File: src/logic/cfh_pkg.sv
package cfh_pkg;

  // ----------------------------------------
  // interface modes
  // ----------------------------------------
  typedef enum logic [1:0] {
    CFH_MODE_MEM = 2'h0,
    CFH_MODE_IO = 2'h1,
    CFH_MODE_IDE = 2'h2
  } cfh_mode_e;

  // ----------------------------------------
  // access sequencer states
  // ----------------------------------------
  typedef enum logic [3:0] {
    CFH_ST_IDLE = 4'h1,
    CFH_ST_SETUP = 4'h2,
    CFH_ST_STROBE = 4'h4,
    CFH_ST_HOLD = 4'h8
  } cfh_st_e;

  // ----------------------------------------
  // timing
  // ----------------------------------------
  localparam int CFH_CLK_NS = 5;
  localparam int CFH_SETUP_NS = 30;
  localparam int CFH_ACT_NS = 165;
  localparam int CFH_HOLD_NS = 20;
  localparam logic [5:0] CFH_SETUP_CYC = 6'((CFH_SETUP_NS + CFH_CLK_NS - 1) / CFH_CLK_NS);
  localparam logic [5:0] CFH_ACT_CYC = 6'((CFH_ACT_NS + CFH_CLK_NS - 1) / CFH_CLK_NS);
  localparam logic [5:0] CFH_HOLD_CYC = 6'((CFH_HOLD_NS + CFH_CLK_NS - 1) / CFH_CLK_NS);

  // ----------------------------------------
  // address layout
  // ----------------------------------------
  localparam int CFH_ADDR_W = 11;
  localparam int CFH_TASK_SEL_W = 3;
  localparam logic [2:0] CFH_TASK_DATA_REG = 3'h0;
  localparam logic [7:0] CFH_IDE_UPPER_ADDR = 8'h00;

  // ----------------------------------------
  // carriers
  // ----------------------------------------
  typedef struct packed {
    logic wr;
    logic attr;
    logic aux;
    logic wide;
    logic [10:0] addr;
    logic [15:0] wdata;
  } cfh_req_s;

  typedef struct packed {
    logic [10:0] addr;
    logic reg_n;
    logic ce1_n;
    logic ce2_n;
    logic oe_n;
    logic we_n;
    logic iord_n;
    logic iowr_n;
  } cfh_pins_s;

  localparam cfh_pins_s CFH_PINS_IDLE = '{
    addr: 11'h000, reg_n: 1'b1, ce1_n: 1'b1, ce2_n: 1'b1,
    oe_n: 1'b1, we_n: 1'b1, iord_n: 1'b1, iowr_n: 1'b1
  };

endpackage : cfh_pkg

File: src/logic/cfh_alert.sv
`timescale 1ns/1ps
module cfh_alert
  import cfh_pkg::*;
(
  // clock and reset
  input wire logic core_clk_i,
  input wire logic rstn_i,
  // alert line and control
  input wire logic enable_i,
  input wire logic level_i,
  input wire logic clear_i,
  output logic flag_o
);

  typedef struct packed {
    logic prev;
    logic flag;
  } cfh_alert_s;

  cfh_alert_s s_r;
  cfh_alert_s s_nxt;

  // ----------------------------------------
  // sticky capture, set wins over clear
  // ----------------------------------------
  always_comb begin
    s_nxt = s_r;
    s_nxt.prev = level_i;
    if (clear_i) begin
      s_nxt.flag = 1'b0;
    end
    if (enable_i && s_r.prev && !level_i) begin
      s_nxt.flag = 1'b1;
    end
  end

  always_ff @(posedge core_clk_i) begin
    if (!rstn_i) begin
      s_r <= '{prev: 1'b1, flag: 1'b0};
    end else begin
      s_r <= s_nxt;
    end
  end

  assign flag_o = s_r.flag;
endmodule : cfh_alert

File: src/logic/cfh_host.sv
// Function
// - in IDE mode host grounds address lines ten down to three.
// - in IDE mode pass-diagnostic pin is a two-way handshake signal.
// - in IDE mode drive-active/peer-present pin is a two-way handshake signal.
// - card grounds both detect lines; host sees insertion only when both low.
// - an 8-bit host may leave upper data lanes and second enable open; in IDE mode host still drives second enable for aux registers.
// - in IDE mode task register accesses use low byte; data is 16-bit.
`timescale 1ns/1ps
module cfh_host
  import cfh_pkg::*;
(
  // clock and reset
  input wire logic core_clk_i,
  input wire logic rstn_i,
  // user configuration
  input wire cfh_mode_e mode_i,
  input wire logic bus8_i,
  // user request and answer
  input wire logic req_valid_i,
  input wire cfh_req_s req_i,
  output logic req_ready_o,
  output logic rsp_valid_o,
  output logic [15:0] rsp_data_o,
  // user status
  output logic inserted_o,
  output logic batt_ok_o,
  output logic alert_o,
  input wire logic alert_clr_i,
  // user handshake control
  input wire logic pass_diag_assert_i,
  input wire logic drive_active_assert_i,
  output logic pass_diag_seen_o,
  output logic drive_active_seen_o,
  // card control pins
  output cfh_pins_s pins_o,
  // card data pins
  input wire logic [15:0] data_i,
  output logic [15:0] data_o,
  output logic [15:0] data_oe_o,
  // card status pins
  input wire logic insert_detect_a_i,
  input wire logic insert_detect_b_i,
  input wire logic pin46_i,
  output logic pin46_o,
  output logic pin46_oe_o,
  input wire logic pin45_i,
  output logic pin45_o,
  output logic pin45_oe_o
);

  typedef struct packed {
    cfh_st_e st;
    cfh_mode_e mode;
    logic [5:0] cnt;
    cfh_req_s req;
    logic wide;
    cfh_pins_s pins;
    logic [15:0] dout;
    logic [15:0] doe;
    logic ready;
    logic rsp_v;
    logic [15:0] rdata;
    logic inserted;
    logic batt_ok;
    logic pd_oe;
    logic da_oe;
    logic pd_seen;
    logic da_seen;
  } cfh_state_s;

  cfh_state_s s_r;
  cfh_state_s s_nxt;
  logic alert_w;

  // ----------------------------------------
  // pin decode for one access
  // ----------------------------------------
  function automatic cfh_pins_s cfh_pins(input cfh_mode_e mode, input cfh_req_s rq,
                                         input logic wide, input logic strobe);
    cfh_pins_s p;
    p = CFH_PINS_IDLE;
    unique case (mode)
      CFH_MODE_MEM: begin
        p.addr = rq.addr;
        p.reg_n = !rq.attr;
        p.ce1_n = 1'b0;
        p.ce2_n = !wide;
        p.oe_n = !(strobe && !rq.wr);
        p.we_n = !(strobe && rq.wr);
      end
      CFH_MODE_IO: begin
        p.addr = rq.addr;
        p.reg_n = 1'b0;
        p.ce1_n = 1'b0;
        p.ce2_n = !wide;
        p.iord_n = !(strobe && !rq.wr);
        p.iowr_n = !(strobe && rq.wr);
      end
      CFH_MODE_IDE: begin
        p.addr = {CFH_IDE_UPPER_ADDR, rq.addr[CFH_TASK_SEL_W-1:0]};
        p.ce1_n = rq.aux;
        p.ce2_n = !rq.aux;
        p.iord_n = !(strobe && !rq.wr);
        p.iowr_n = !(strobe && rq.wr);
      end
      default: begin
        p = CFH_PINS_IDLE;
      end
    endcase
    return p;
  endfunction : cfh_pins

  // ----------------------------------------
  // next state
  // ----------------------------------------
  always_comb begin
    s_nxt = s_r;
    s_nxt.rsp_v = 1'b0;
    s_nxt.inserted = !insert_detect_a_i && !insert_detect_b_i;
    s_nxt.batt_ok = (s_r.mode == CFH_MODE_MEM) && pin46_i && pin45_i;
    s_nxt.pd_seen = (s_r.mode == CFH_MODE_IDE) && !pin46_i;
    s_nxt.da_seen = (s_r.mode == CFH_MODE_IDE) && !pin45_i;
    unique case (s_r.st)
      CFH_ST_IDLE: begin
        if (!req_valid_i || !s_r.ready) begin
          s_nxt.mode = mode_i;
        end
        if (req_valid_i && s_r.ready) begin
          s_nxt.req = req_i;
          if (s_r.mode == CFH_MODE_IDE) begin
            s_nxt.wide = req_i.wide && !bus8_i && !req_i.aux &&
                         (req_i.addr[2:0] == CFH_TASK_DATA_REG);
          end else begin
            s_nxt.wide = req_i.wide && !bus8_i;
          end
          s_nxt.st = CFH_ST_SETUP;
          s_nxt.cnt = CFH_SETUP_CYC - 6'h01;
          s_nxt.pins = cfh_pins(s_r.mode, req_i, s_nxt.wide, 1'b0);
          s_nxt.dout = req_i.wdata;
          s_nxt.doe = req_i.wr ? (s_nxt.wide ? 16'hFFFF : 16'h00FF) : 16'h0000;
        end
      end
      CFH_ST_SETUP: begin
        s_nxt.cnt = s_r.cnt - 6'h01;
        if (s_r.cnt == 6'h00) begin
          s_nxt.st = CFH_ST_STROBE;
          s_nxt.cnt = CFH_ACT_CYC - 6'h01;
          s_nxt.pins = cfh_pins(s_r.mode, s_r.req, s_r.wide, 1'b1);
        end
      end
      CFH_ST_STROBE: begin
        s_nxt.cnt = s_r.cnt - 6'h01;
        if (s_r.cnt == 6'h00) begin
          s_nxt.st = CFH_ST_HOLD;
          s_nxt.cnt = CFH_HOLD_CYC - 6'h01;
          s_nxt.pins = cfh_pins(s_r.mode, s_r.req, s_r.wide, 1'b0);
          s_nxt.rdata = s_r.wide ? data_i : {8'h00, data_i[7:0]};
        end
      end
      CFH_ST_HOLD: begin
        s_nxt.cnt = s_r.cnt - 6'h01;
        if (s_r.cnt == 6'h00) begin
          s_nxt.st = CFH_ST_IDLE;
          s_nxt.pins = CFH_PINS_IDLE;
          s_nxt.doe = 16'h0000;
          s_nxt.rsp_v = 1'b1;
        end
      end
      default: begin
        s_nxt.st = CFH_ST_IDLE;
        s_nxt.pins = CFH_PINS_IDLE;
        s_nxt.doe = 16'h0000;
      end
    endcase
    // handshake drive follows the mode that will be held, never a stale one
    s_nxt.pd_oe = (s_nxt.mode == CFH_MODE_IDE) && pass_diag_assert_i;
    s_nxt.da_oe = (s_nxt.mode == CFH_MODE_IDE) && drive_active_assert_i;
    s_nxt.ready = (s_nxt.st == CFH_ST_IDLE) && s_nxt.inserted;
  end

  // ----------------------------------------
  // state register
  // ----------------------------------------
  always_ff @(posedge core_clk_i) begin
    if (!rstn_i) begin
      s_r <= '{st: CFH_ST_IDLE, mode: CFH_MODE_MEM, cnt: 6'h00, req: '0, wide: 1'b0,
               pins: CFH_PINS_IDLE, dout: 16'h0000, doe: 16'h0000, ready: 1'b0,
               rsp_v: 1'b0, rdata: 16'h0000, inserted: 1'b0, batt_ok: 1'b0,
               pd_oe: 1'b0, da_oe: 1'b0, pd_seen: 1'b0, da_seen: 1'b0};
    end else begin
      s_r <= s_nxt;
    end
  end

  // ----------------------------------------
  // status-changed alert
  // ----------------------------------------
  cfh_alert u_alert (
    .core_clk_i(core_clk_i),
    .rstn_i(rstn_i),
    .enable_i(s_r.mode == CFH_MODE_IO),
    .level_i(pin46_i),
    .clear_i(alert_clr_i),
    .flag_o(alert_w)
  );

  // ----------------------------------------
  // outputs
  // ----------------------------------------
  assign req_ready_o = s_r.ready;
  assign rsp_valid_o = s_r.rsp_v;
  assign rsp_data_o = s_r.rdata;
  assign inserted_o = s_r.inserted;
  assign batt_ok_o = s_r.batt_ok;
  assign alert_o = alert_w;
  assign pass_diag_seen_o = s_r.pd_seen;
  assign drive_active_seen_o = s_r.da_seen;
  assign pins_o = s_r.pins;
  assign data_o = s_r.dout;
  assign data_oe_o = s_r.doe;
  assign pin46_o = 1'b0;
  assign pin46_oe_o = s_r.pd_oe;
  assign pin45_o = 1'b0;
  assign pin45_oe_o = s_r.da_oe;

  // ----------------------------------------
  // checks
  // ----------------------------------------
  localparam int A_ACT = 33;
endmodule : cfh_host

File: config.mk
export PLATFORM = sky130hd
export DESIGN_NAME = cfh_host
export DESIGN_NICKNAME = d
export VERILOG_FILES = /design/src/logic/cfh_pkg.sv /design/src/logic/cfh_alert.sv /design/src/logic/cfh_host.sv
export SDC_FILE = /design/constraint.sdc
export NUM_CORES = 1
export LEC_CHECK = 0
export ABC_CLOCK_PERIOD_IN_PS = 3050
export BUFFER_PORTS_ARGS = -buffer_cell sky130_fd_sc_hd__buf_2
export CORE_ASPECT_RATIO = 1.2
export CORE_UTILIZATION = 44
export CTS_CLUSTER_SIZE = 30
export DETAILED_ROUTE_END_ITERATION = 8
export PLACE_DENSITY = 0.7
export SLEW_MARGIN = 5
export SYNTH_ARGS = -nofsm -noshare
export SYNTH_HDL_FRONTEND = slang
export SYNTH_SLANG_ARGS = --single-unit
File: constraint.sdc
create_clock -name core_clk_i -period 3.05 [get_ports core_clk_i]
set_clock_uncertainty 0.2 [all_clocks]
set_input_delay 0.305 -clock core_clk_i [delete_from_list [all_inputs] [get_ports core_clk_i]]
set_output_delay 0.305 -clock core_clk_i [all_outputs]
set_load 0.005 [all_outputs]
# After elaboration in Yosys (flattened, before gate mapping)

Cells that the tools add are included.

Add/sub/neg operators: 1
Eq/ne operators: 12
Multiplexer cells: 34
Bitwise gates (word level): 1
Reduce and logical (&&, ||, !) cells: 43

Operator list:

| operator                                          | number |
|---|---|
| two-way mux 88 bit                                | 1 |
| one-hot mux 18 bit (4 select lines)               | 1 |
| two-way mux 16 bit                                | 4 |
| two-way mux 18 bit                                | 3 |
| one-hot mux 16 bit (3 select lines)               | 1 |
| one-hot mux 11 bit (2 select lines)               | 2 |
| one-hot mux 6 bit (4 select lines)                | 1 |
| two-way mux 4 bit                                 | 4 |
| one-hot mux 4 bit (4 select lines)                | 1 |
| logical AND 1 bit                                 | 14 |
| zero test 1 bit                                   | 14 |
| two-way mux 6 bit                                 | 2 |
| == test 4 x 1 -> 1 bit (second input constant)    | 2 |
| two-way mux 2 bit                                 | 4 |
| != test 2 bit (second input constant)             | 4 |
| one-hot mux 2 bit (2 select lines)                | 2 |
| AND reduction 2 bit                               | 4 |
| zero test 6 bit                                   | 1 |
| two-way mux 1 bit                                 | 6 |
| OR reduction 2 bit                                | 3 |
| subtractor 6 x 1 -> 6 bit (second input constant) | 1 |
| == test 2 bit (second input constant)             | 2 |
| == test 4 x 2 -> 1 bit (second input constant)    | 1 |
| == test 4 x 3 -> 1 bit (second input constant)    | 1 |
| 11 further kinds                                  | 12 |

Register bits after elaboration: 104
Bits of input ports: 60
Output and inout port bits: 77

# Longest topological paths before layout

Gate-level depths: netlist of run 1.

Word-level depth: 11
Depth in mapped cells: 8
Mapped depth without buffers: 6

# By module

A second synthesis of run 1 with hierarchy kept.

Cells, all modules: 504
Area, all modules: 4,274.1 µm²

By module, submodules not included:

| module    | instances | cells an instance | area an instance (µm²) | seq. area each (µm²) |
|---|---|---|---|---|
| cfh_host  | 1         | 498               | 4,200.3                | 1,741.7 |
| cfh_alert | 1         | 6                 | 73.8                   | 40.0 |

# Worst setup path after synthesis of run 1

No wires, ideal clock.

Path kind: register to register
From: register s_r[106] in the netlist's numbering
To: register s_r (netlist bit pins_o[16])
Setup time: 0.117 ns
Data arrival time: 1.748 ns
Required time: 2.733 ns
Slack: 0.985 ns
Stages on the path, launching flop included: 9
Period minus slack after synthesis: 2.065 ns
Cell sequence: dfxtp_1 -> inv_1 -> ha_1 -> nor2b_1 -> clkbuf_1 -> a21oi_1 -> a22o_1 -> buf_2 -> a22o_1

Longest elaborated chain between the ends: 3
Elaborated cells on any way between the ends: 5
Classes of those cells: 3 x eq/ne; 2 x reduce/logical

Ends and longest elaborated chain:

| what                              | line                                              | source |
|---|---|---|
| start: declaration                | cfh_host.sv:71                                    | `cfh_state_s s_r;` |
| start signal: assignment          | cfh_host.sv:186                                   | `s_r <= '{st: CFH_ST_IDLE, mode: CFH_MODE_MEM, cnt: 6'h00, req: '0, wide: 1'b0,` |
| start signal: assignment          | cfh_host.sv:191                                   | `s_r <= s_nxt;` |
| zero test 6 bit (*)               | cfh_host.sv:145, cfh_host.sv:153, cfh_host.sv:162 |  |
| != test 2 bit (no line)           | n/a                                               |  |
| AND reduction 4 bit (no line) (*) | n/a                                               |  |

Every way passes the cells marked *; elsewhere a longest branch is shown, timed or not.
A chain may end at the register's enable or synchronous reset.

# Worst setup path in the final report of run 1

From: register s_r[114] in the netlist's numbering
To: register s_r (netlist bit pins_o[5])

Longest elaborated chain between the ends: 3
Elaborated cells on any way between the ends: 10
Classes of those cells: 8 x eq/ne; 1 x mux; 1 x reduce/logical

Ends and longest elaborated chain:

| what                                                 | line            | source |
|---|---|---|
| == test 4 x 2 -> 1 bit, or another cell as far along | cfh_host.sv:123 | `unique case (s_r.st)` |
| != test 2 bit (no line)                              | n/a             |  |
| AND reduction 4 bit (no line)                        | n/a             |  |

Several ways; a longest one is shown, not always the timed one.

==> results.yml, run 1 <==
run_status:
  status: "finished, final reports clean"
sta:
  tns_ps: 0
  rsz0062_at_grt: "no"
  relSlewSlack_pct: 51.5
  whs_ps: 10.1
  finalMaxSlewViolations: 0
  finalHoldViolCount: 0
  setup_viol: 0
  fin_crit_sh_pct: 78.9
  worst_slew_pin_slew_ps: 725
  fmaxAchievable_mhz: 415
  min_period_ps: 2410
grt:
  grt_pass1_wl_mm: 17.2
  grt_max_degree: 47
  grt.overflow.total: 0
  grt_pass1_vias: 3585
  antenna_found_initial: 0
  grt_usage_pct: 21.1
detailed_routing:
  dr.first_iter.drc_count: 259
  antenna_left: 0
  drtPass1Iterations: 4
  via_count: 3804
  wl_mm: 10.7
  post-route-drc-count: 0
  wl_per_cell_um: 14.7
  via_per_inst: 5.21
yosys:
  synth_ff_type: "dfxtp_1"
  synth_edf_count: 0
  syn_area_um2: 4350
  yosys-top-cells-area: "dfxtp_1, buf_4, nand2_1"
  synth-seq-cells: 89
  synth_cell_types: 61
  yosysTopAreaCell: "dfxtp_1"
  async_reset_ff_share_pct: 0
  avgSynthCellArea_um2: 8.29
  syn_inst: 525
  yosysSeqAreaShare_pct: 40.9
  yosys_warnings: 0
  netlist.area_leader.share_pct: 40.9
critical_path:
  crit_path_max_fanout: 16
  end_kind: "register"
  cp.arrival_ps: 2400
  worstPathCellList: "nor2b_1 -> and3_1 -> a22o_1 -> a22oi_1"
  ff2ff_path_depth: 4
  criticalPathCategory: "reg2reg"
  startpoint: "s_r[114]$_SDFF_PN1_"
  cpPeakStageDelay_ps: 620
  required_ps: 3040
  reg2reg_from: "s_r[114]$_SDFF_PN1_"
  reg2reg_setup_slack_ps: 640
  critPathSlowestCell: "dfxtp_1"
  critPathLaunchType: "register"
  r2r-end: "pins_o[5]$_SDFFE_PN1P_"
placed_design:
  place_hpwl_mm: 7.27
  port_buffers: 134
  dpl_cell_area_um2: 4580
  gp_congestion: 0.851
  placedCellCount: 690
cells_and_area:
  instances_no_fill: 730
  mostFrequentLayoutCell: "buf_2"
  design_area_um2: 5180
  area_growth_pct: 18.9
  nets: 668
  antenna_cells: 0
  layout_common_cells: "buf_2, nand2_1, dfxtp_1, a21oi_1, dlygate4sd3_1"
  drive_gt1_share_pct: 27.3
  fillers: 922
power:
  p_leak_nw: 2.30
  powerDensity_nw_per_um2: 522
  peakVddDrop_v: 0.000369
  finalPower_mw: 2.70
die:
  die_h_um: 111
  pin_count: 137
  start_util_pct: 45.5
  dieArea_um2: 10300
  core_region_area_um2: 9560
  rows: 39
  die_x_um: 92.8
clocking:
  post_cts_resized: 0
  numClockSinks: 89
  clk_pin_slew_worst_paths_ps: 60
  clkLatencyLatePin_ps: 340
  root_buffer: "clkbuf_16"
  cts_buffers: 9
  cts_tree: "built"
  h-tree-depth: 3
  clock_path_buffers: 2
  post_cts_buffers: 0
worst_hold_path:
  hp-class: "in2reg"
  hp-start: "req_i[5]"
  hold_end: "data_o[5]$_SDFFE_PN0P_"
  hold_path_depth: 3
run:
  drv_cap: 0
cells by family after synthesis:
logic type	synth area share, %
simple gates	18.4
compound gates	20.5
buf+inv	16.8
flops	40.9
fa+ha+maj	1.72
xor+xnor	0.805
mux	0.690
other cells	0.0861
synthesized netlist by cell type, types with 3 or more instances:
library cell,number
nand2_1,93
dfxtp_1,89
buf_4,68
a21oi_1,59
nor2_1,20
clkbuf_1,19
inv_1,19
a22o_1,18
nand3_1,12
buf_2,10
nand2b_1,7
nor2b_1,7
nor3_1,7
and3_1,6
ha_1,6
a22oi_1,5
a32oi_1,5
o21ai_0,5
o22ai_1,4
o2bb2ai_1,4
a211oi_1,3
a221o_1,3
and4_1,3
mux2i_1,3
xnor2_1,3
power by group:
group          total, mW  leakage [nW]  internal (mW)  switching, mW
registers           1.20         0.720           1.18         0.0142
logic              0.209          1.40         0.0989          0.110
clock network       1.30         0.173          0.847          0.453
routing by layer:
layer  vias up  track usage, %  routed length, um
met5         -               0                  0
met4         0            8.72                196
met3        17            4.80                714
met2       146            35.1               5260
met1      1751            25.9               4530
li1       1890               -                  -
what timing repair did:
| item | in CTS | in global routing |
|---|---|---|
| hold buffers | 24 | 0 |
| setup endpoints to repair | 0 | 0 |
| hold endpoints to repair | 24 | 0 |
registers in the layout, summed over array words and instances (netlist names), 2 cells and up:
register    flops
s_r            27
pins_o         18
data_o         16
rsp_data_o     16
data_oe_o       2
worst max-delay path by stage:
stage | endpoint | slack (ps) | cells after the start
final | pins_o[5]$_SDFFE_PN1P_ | 640 | 4
after global routing | pins_o[5]$_SDFFE_PN1P_ | 480 | 4
after CTS | pins_o[5]$_SDFFE_PN1P_ | 690 | 4
after detailed placement | pins_o[5]$_SDFFE_PN1P_ | 700 | 4
after global placement | pins_o[5]$_SDFFE_PN1P_ | 790 | 4
after floorplan | pins_o[16]$_SDFFE_PN0P_ | 980 | 8
critical path: cells and delay by family, from the launching register on:
family,cells,cell delay [ps]
simple gates,2,630
flops,1,620
compound gates,2,810
metrics by stage:
stage	utilization (%)	worst slack, ps
final	54.1	642
after global routing	54.1	480
after CTS	54.1	685
after detailed placement	47.9	696
after global placement	47.9	791
after floorplan	-	985
layout make-up:
class                           count  area, um^2  area share, %
Multi-Input combinational cell    317        1850           35.7
Sequential cell                    89        1780           34.4
Timing Repair Buffer              165         963           18.6
Clock buffer                       12         256           4.95
Tap cell                          123         154           2.97
Clock inverter                      4        98.8           1.91
Inverter                           20        75.1           1.45
Power figures use the tool's default switching activity.
==> run 2, diff against run 1 <==
--- a/config.mk
+++ b/config.mk
@@ -5,13 +5,13 @@
 export SDC_FILE = /design/constraint.sdc
 export NUM_CORES = 1
 export LEC_CHECK = 0
-export ABC_CLOCK_PERIOD_IN_PS = 3050
+export ABC_CLOCK_PERIOD_IN_PS = 2090
 export BUFFER_PORTS_ARGS = -buffer_cell sky130_fd_sc_hd__buf_2
 export CORE_ASPECT_RATIO = 1.2
 export CORE_UTILIZATION = 44
 export CTS_CLUSTER_SIZE = 30
 export DETAILED_ROUTE_END_ITERATION = 8
-export PLACE_DENSITY = 0.7
+export PLACE_DENSITY = 0.73
 export SLEW_MARGIN = 5
 export SYNTH_ARGS = -nofsm -noshare
 export SYNTH_HDL_FRONTEND = slang
==> constraint.sdc (replaced) <==
create_clock -name core_clk_i -period 2.09 [get_ports core_clk_i]
set_clock_uncertainty 0.2 [all_clocks]
set_input_delay 0.209 -clock core_clk_i [delete_from_list [all_inputs] [get_ports core_clk_i]]
set_output_delay 0.209 -clock core_clk_i [all_outputs]
set_load 0.005 [all_outputs]
==> results.yml, run 2 (synthesis gave the netlist of run 1 again) <==
sta:
  finalHoldViolCount: 0
  fmaxAchievable_mhz: 497
  fin_crit_sh_pct: 96.2
  setup_viol: 0
  timing.final.ws_setup_ps: 78.7
  whs_ps: 13.8
  rsz0062_at_grt: "no"
  min_period_ps: 2010
  tns_ps: 0
  finalMaxSlewViolations: 0
critical_path:
  cp.arrival_ps: 2040
  crit_path_max_fanout: 13
  critPathLaunchType: "register"
  end_kind: "register"
  required_ps: 2120
  criticalPathCategory: "reg2reg"
run_status:
  status: "finished, final reports clean"
cells_and_area:
  largest_register: "s_r"
  final_util_pct: 59.6
  nets: 725
  mostFrequentLayoutCell: "buf_2"
  antenna_cells: 0
  instances_no_fill: 787
  largest_reg_flops: 27
  layout_common_cells: "buf_2, nand2_1, dfxtp_1, a21oi_1, dlygate4sd3_1"
  area_growth_pct: 30.9
  drive_gt1_share_pct: 30.4
clocking:
  root_buffer: "clkbuf_16"
  h-tree-depth: 3
  clk_pin_slew_worst_paths_ps: 60
  cts_buffers: 9
  clkLatencyLatePin_ps: 340
  numClockSinks: 89
  cts_tree: "built"
  clock_path_buffers: 2
power:
  peakVddDrop_v: 0.000458
  powerDensity_nw_per_um2: 660
  p_leak_nw: 2.54
grt:
  antenna_found_initial: 0
  grt_pass1_wl_mm: 18.6
  grt-busiest-layer: "met2"
  met3_usage_pct: 5.76
  grt_pass1_vias: 3986
  met2_usage_pct: 40.8
  met1_usage_pct: 24.6
  grt_max_degree: 47
  grt.overflow.total: 0
  grt_usage_pct: 22.7
placed_design:
  dpl_worst_slack_ps: -209
  place_hpwl_mm: 7.78
  placedCellCount: 715
  gp_congestion: 0.889
  port_buffers: 134
detailed_routing:
  via_per_inst: 5.20
  post-route-drc-count: 0
  wl_mm: 11.8
  antenna_left: 0
  drtPass1Iterations: 5
  via_count: 4091
  wl_per_cell_um: 15.0
  dr.first_iter.drc_count: 230
die:
  dieArea_um2: 10300
  rows: 39
  start_util_pct: 45.5
  core_region_area_um2: 9560
  die_x_um: 92.8
  die_h_um: 111
  pin_count: 137
run:
  drv_cap: 0
worst_hold_path:
  hp-class: "in2reg"
==> run 2: what timing repair did <==
| item | in CTS | in global routing |
|---|---|---|
| endpoints found under the setup margin | 14 | 30 |
| gates resized for setup | 3 | 13 |
| gates cloned | 0 | 1 |
| hold endpoints to repair | 59 | 0 |
| hold buffers | 55 | 0 |
| pin swaps | 0 | 2 |
| buffers inserted | 0 | 0 |
==> run 2: final cells by class <==
class	instances	area [um^2]
Sequential cell	89	1790
Tap cell	123	154
Clock buffer	10	229
Multi-Input combinational cell	317	1880
Fill cell	841	3860
Timing Repair Buffer	222	1500
Inverter	20	75.1
Clock inverter	6	73.8
==> run 2: where the power goes <==
part	total, mW	internal [mW]	switching [mW]	leakage (nW)
logic	0.385	0.204	0.181	1.67
registers	1.74	1.72	0.0182	0.721
clock network	1.64	0.943	0.693	0.148
total	3.76	2.87	0.892	2.54
==> run 2: per-layer routing <==
| metal | routed length, um | vias up | part of all wire [%] |
|---|---|---|---|
| met4 | 322 | 0 | 2.7 |
| met1 | 4780 | 1932 | 41 |
| met3 | 592 | 26 | 5.0 |
| met5 | 0 | - | 0 |
| met2 | 6100 | 123 | 52 |
| li1 | - | 2010 | - |
==> run 2: metrics by stage <==
| stage | power [mW] | area, um^2 |
|---|---|---|
| 6_report | 3.76 | 5700 |
| 5_1_grt | 3.89 | 5700 |
| 4_1_cts | 3.78 | 5640 |
| 3_5_place_dp | 2.07 | 4780 |
| 3_3_place_gp | 2.06 | 4780 |
| 2_1_floorplan | 1.95 | 4360 |
==> run 2: critical path: stages (launching register included) <==
cell	delay (ps)
dfxtp_1	350
buf_4	190
nor2b_1	160
and3_1	180
buf_4	160
a2111oi_2	440
buf_4	180
a31oi_1	30
==> run 2: final timing paths <==
kind                                               end  cells past startpoint  slack (ps)                   start
worst max register to register  pins_o[3]$_SDFFE_PN1P_                      7          80     s_r[114]$_SDFF_PN1_
worst min-delay path            req_ready_o$_SDFF_PN0_                      3          10       insert_detect_b_i
worst max-delay path            pins_o[3]$_SDFFE_PN1P_                      7          80     s_r[114]$_SDFF_PN1_
worst min register to register  pins_o[4]$_SDFFE_PN1P_                      2         250  pins_o[4]$_SDFFE_PN1P_
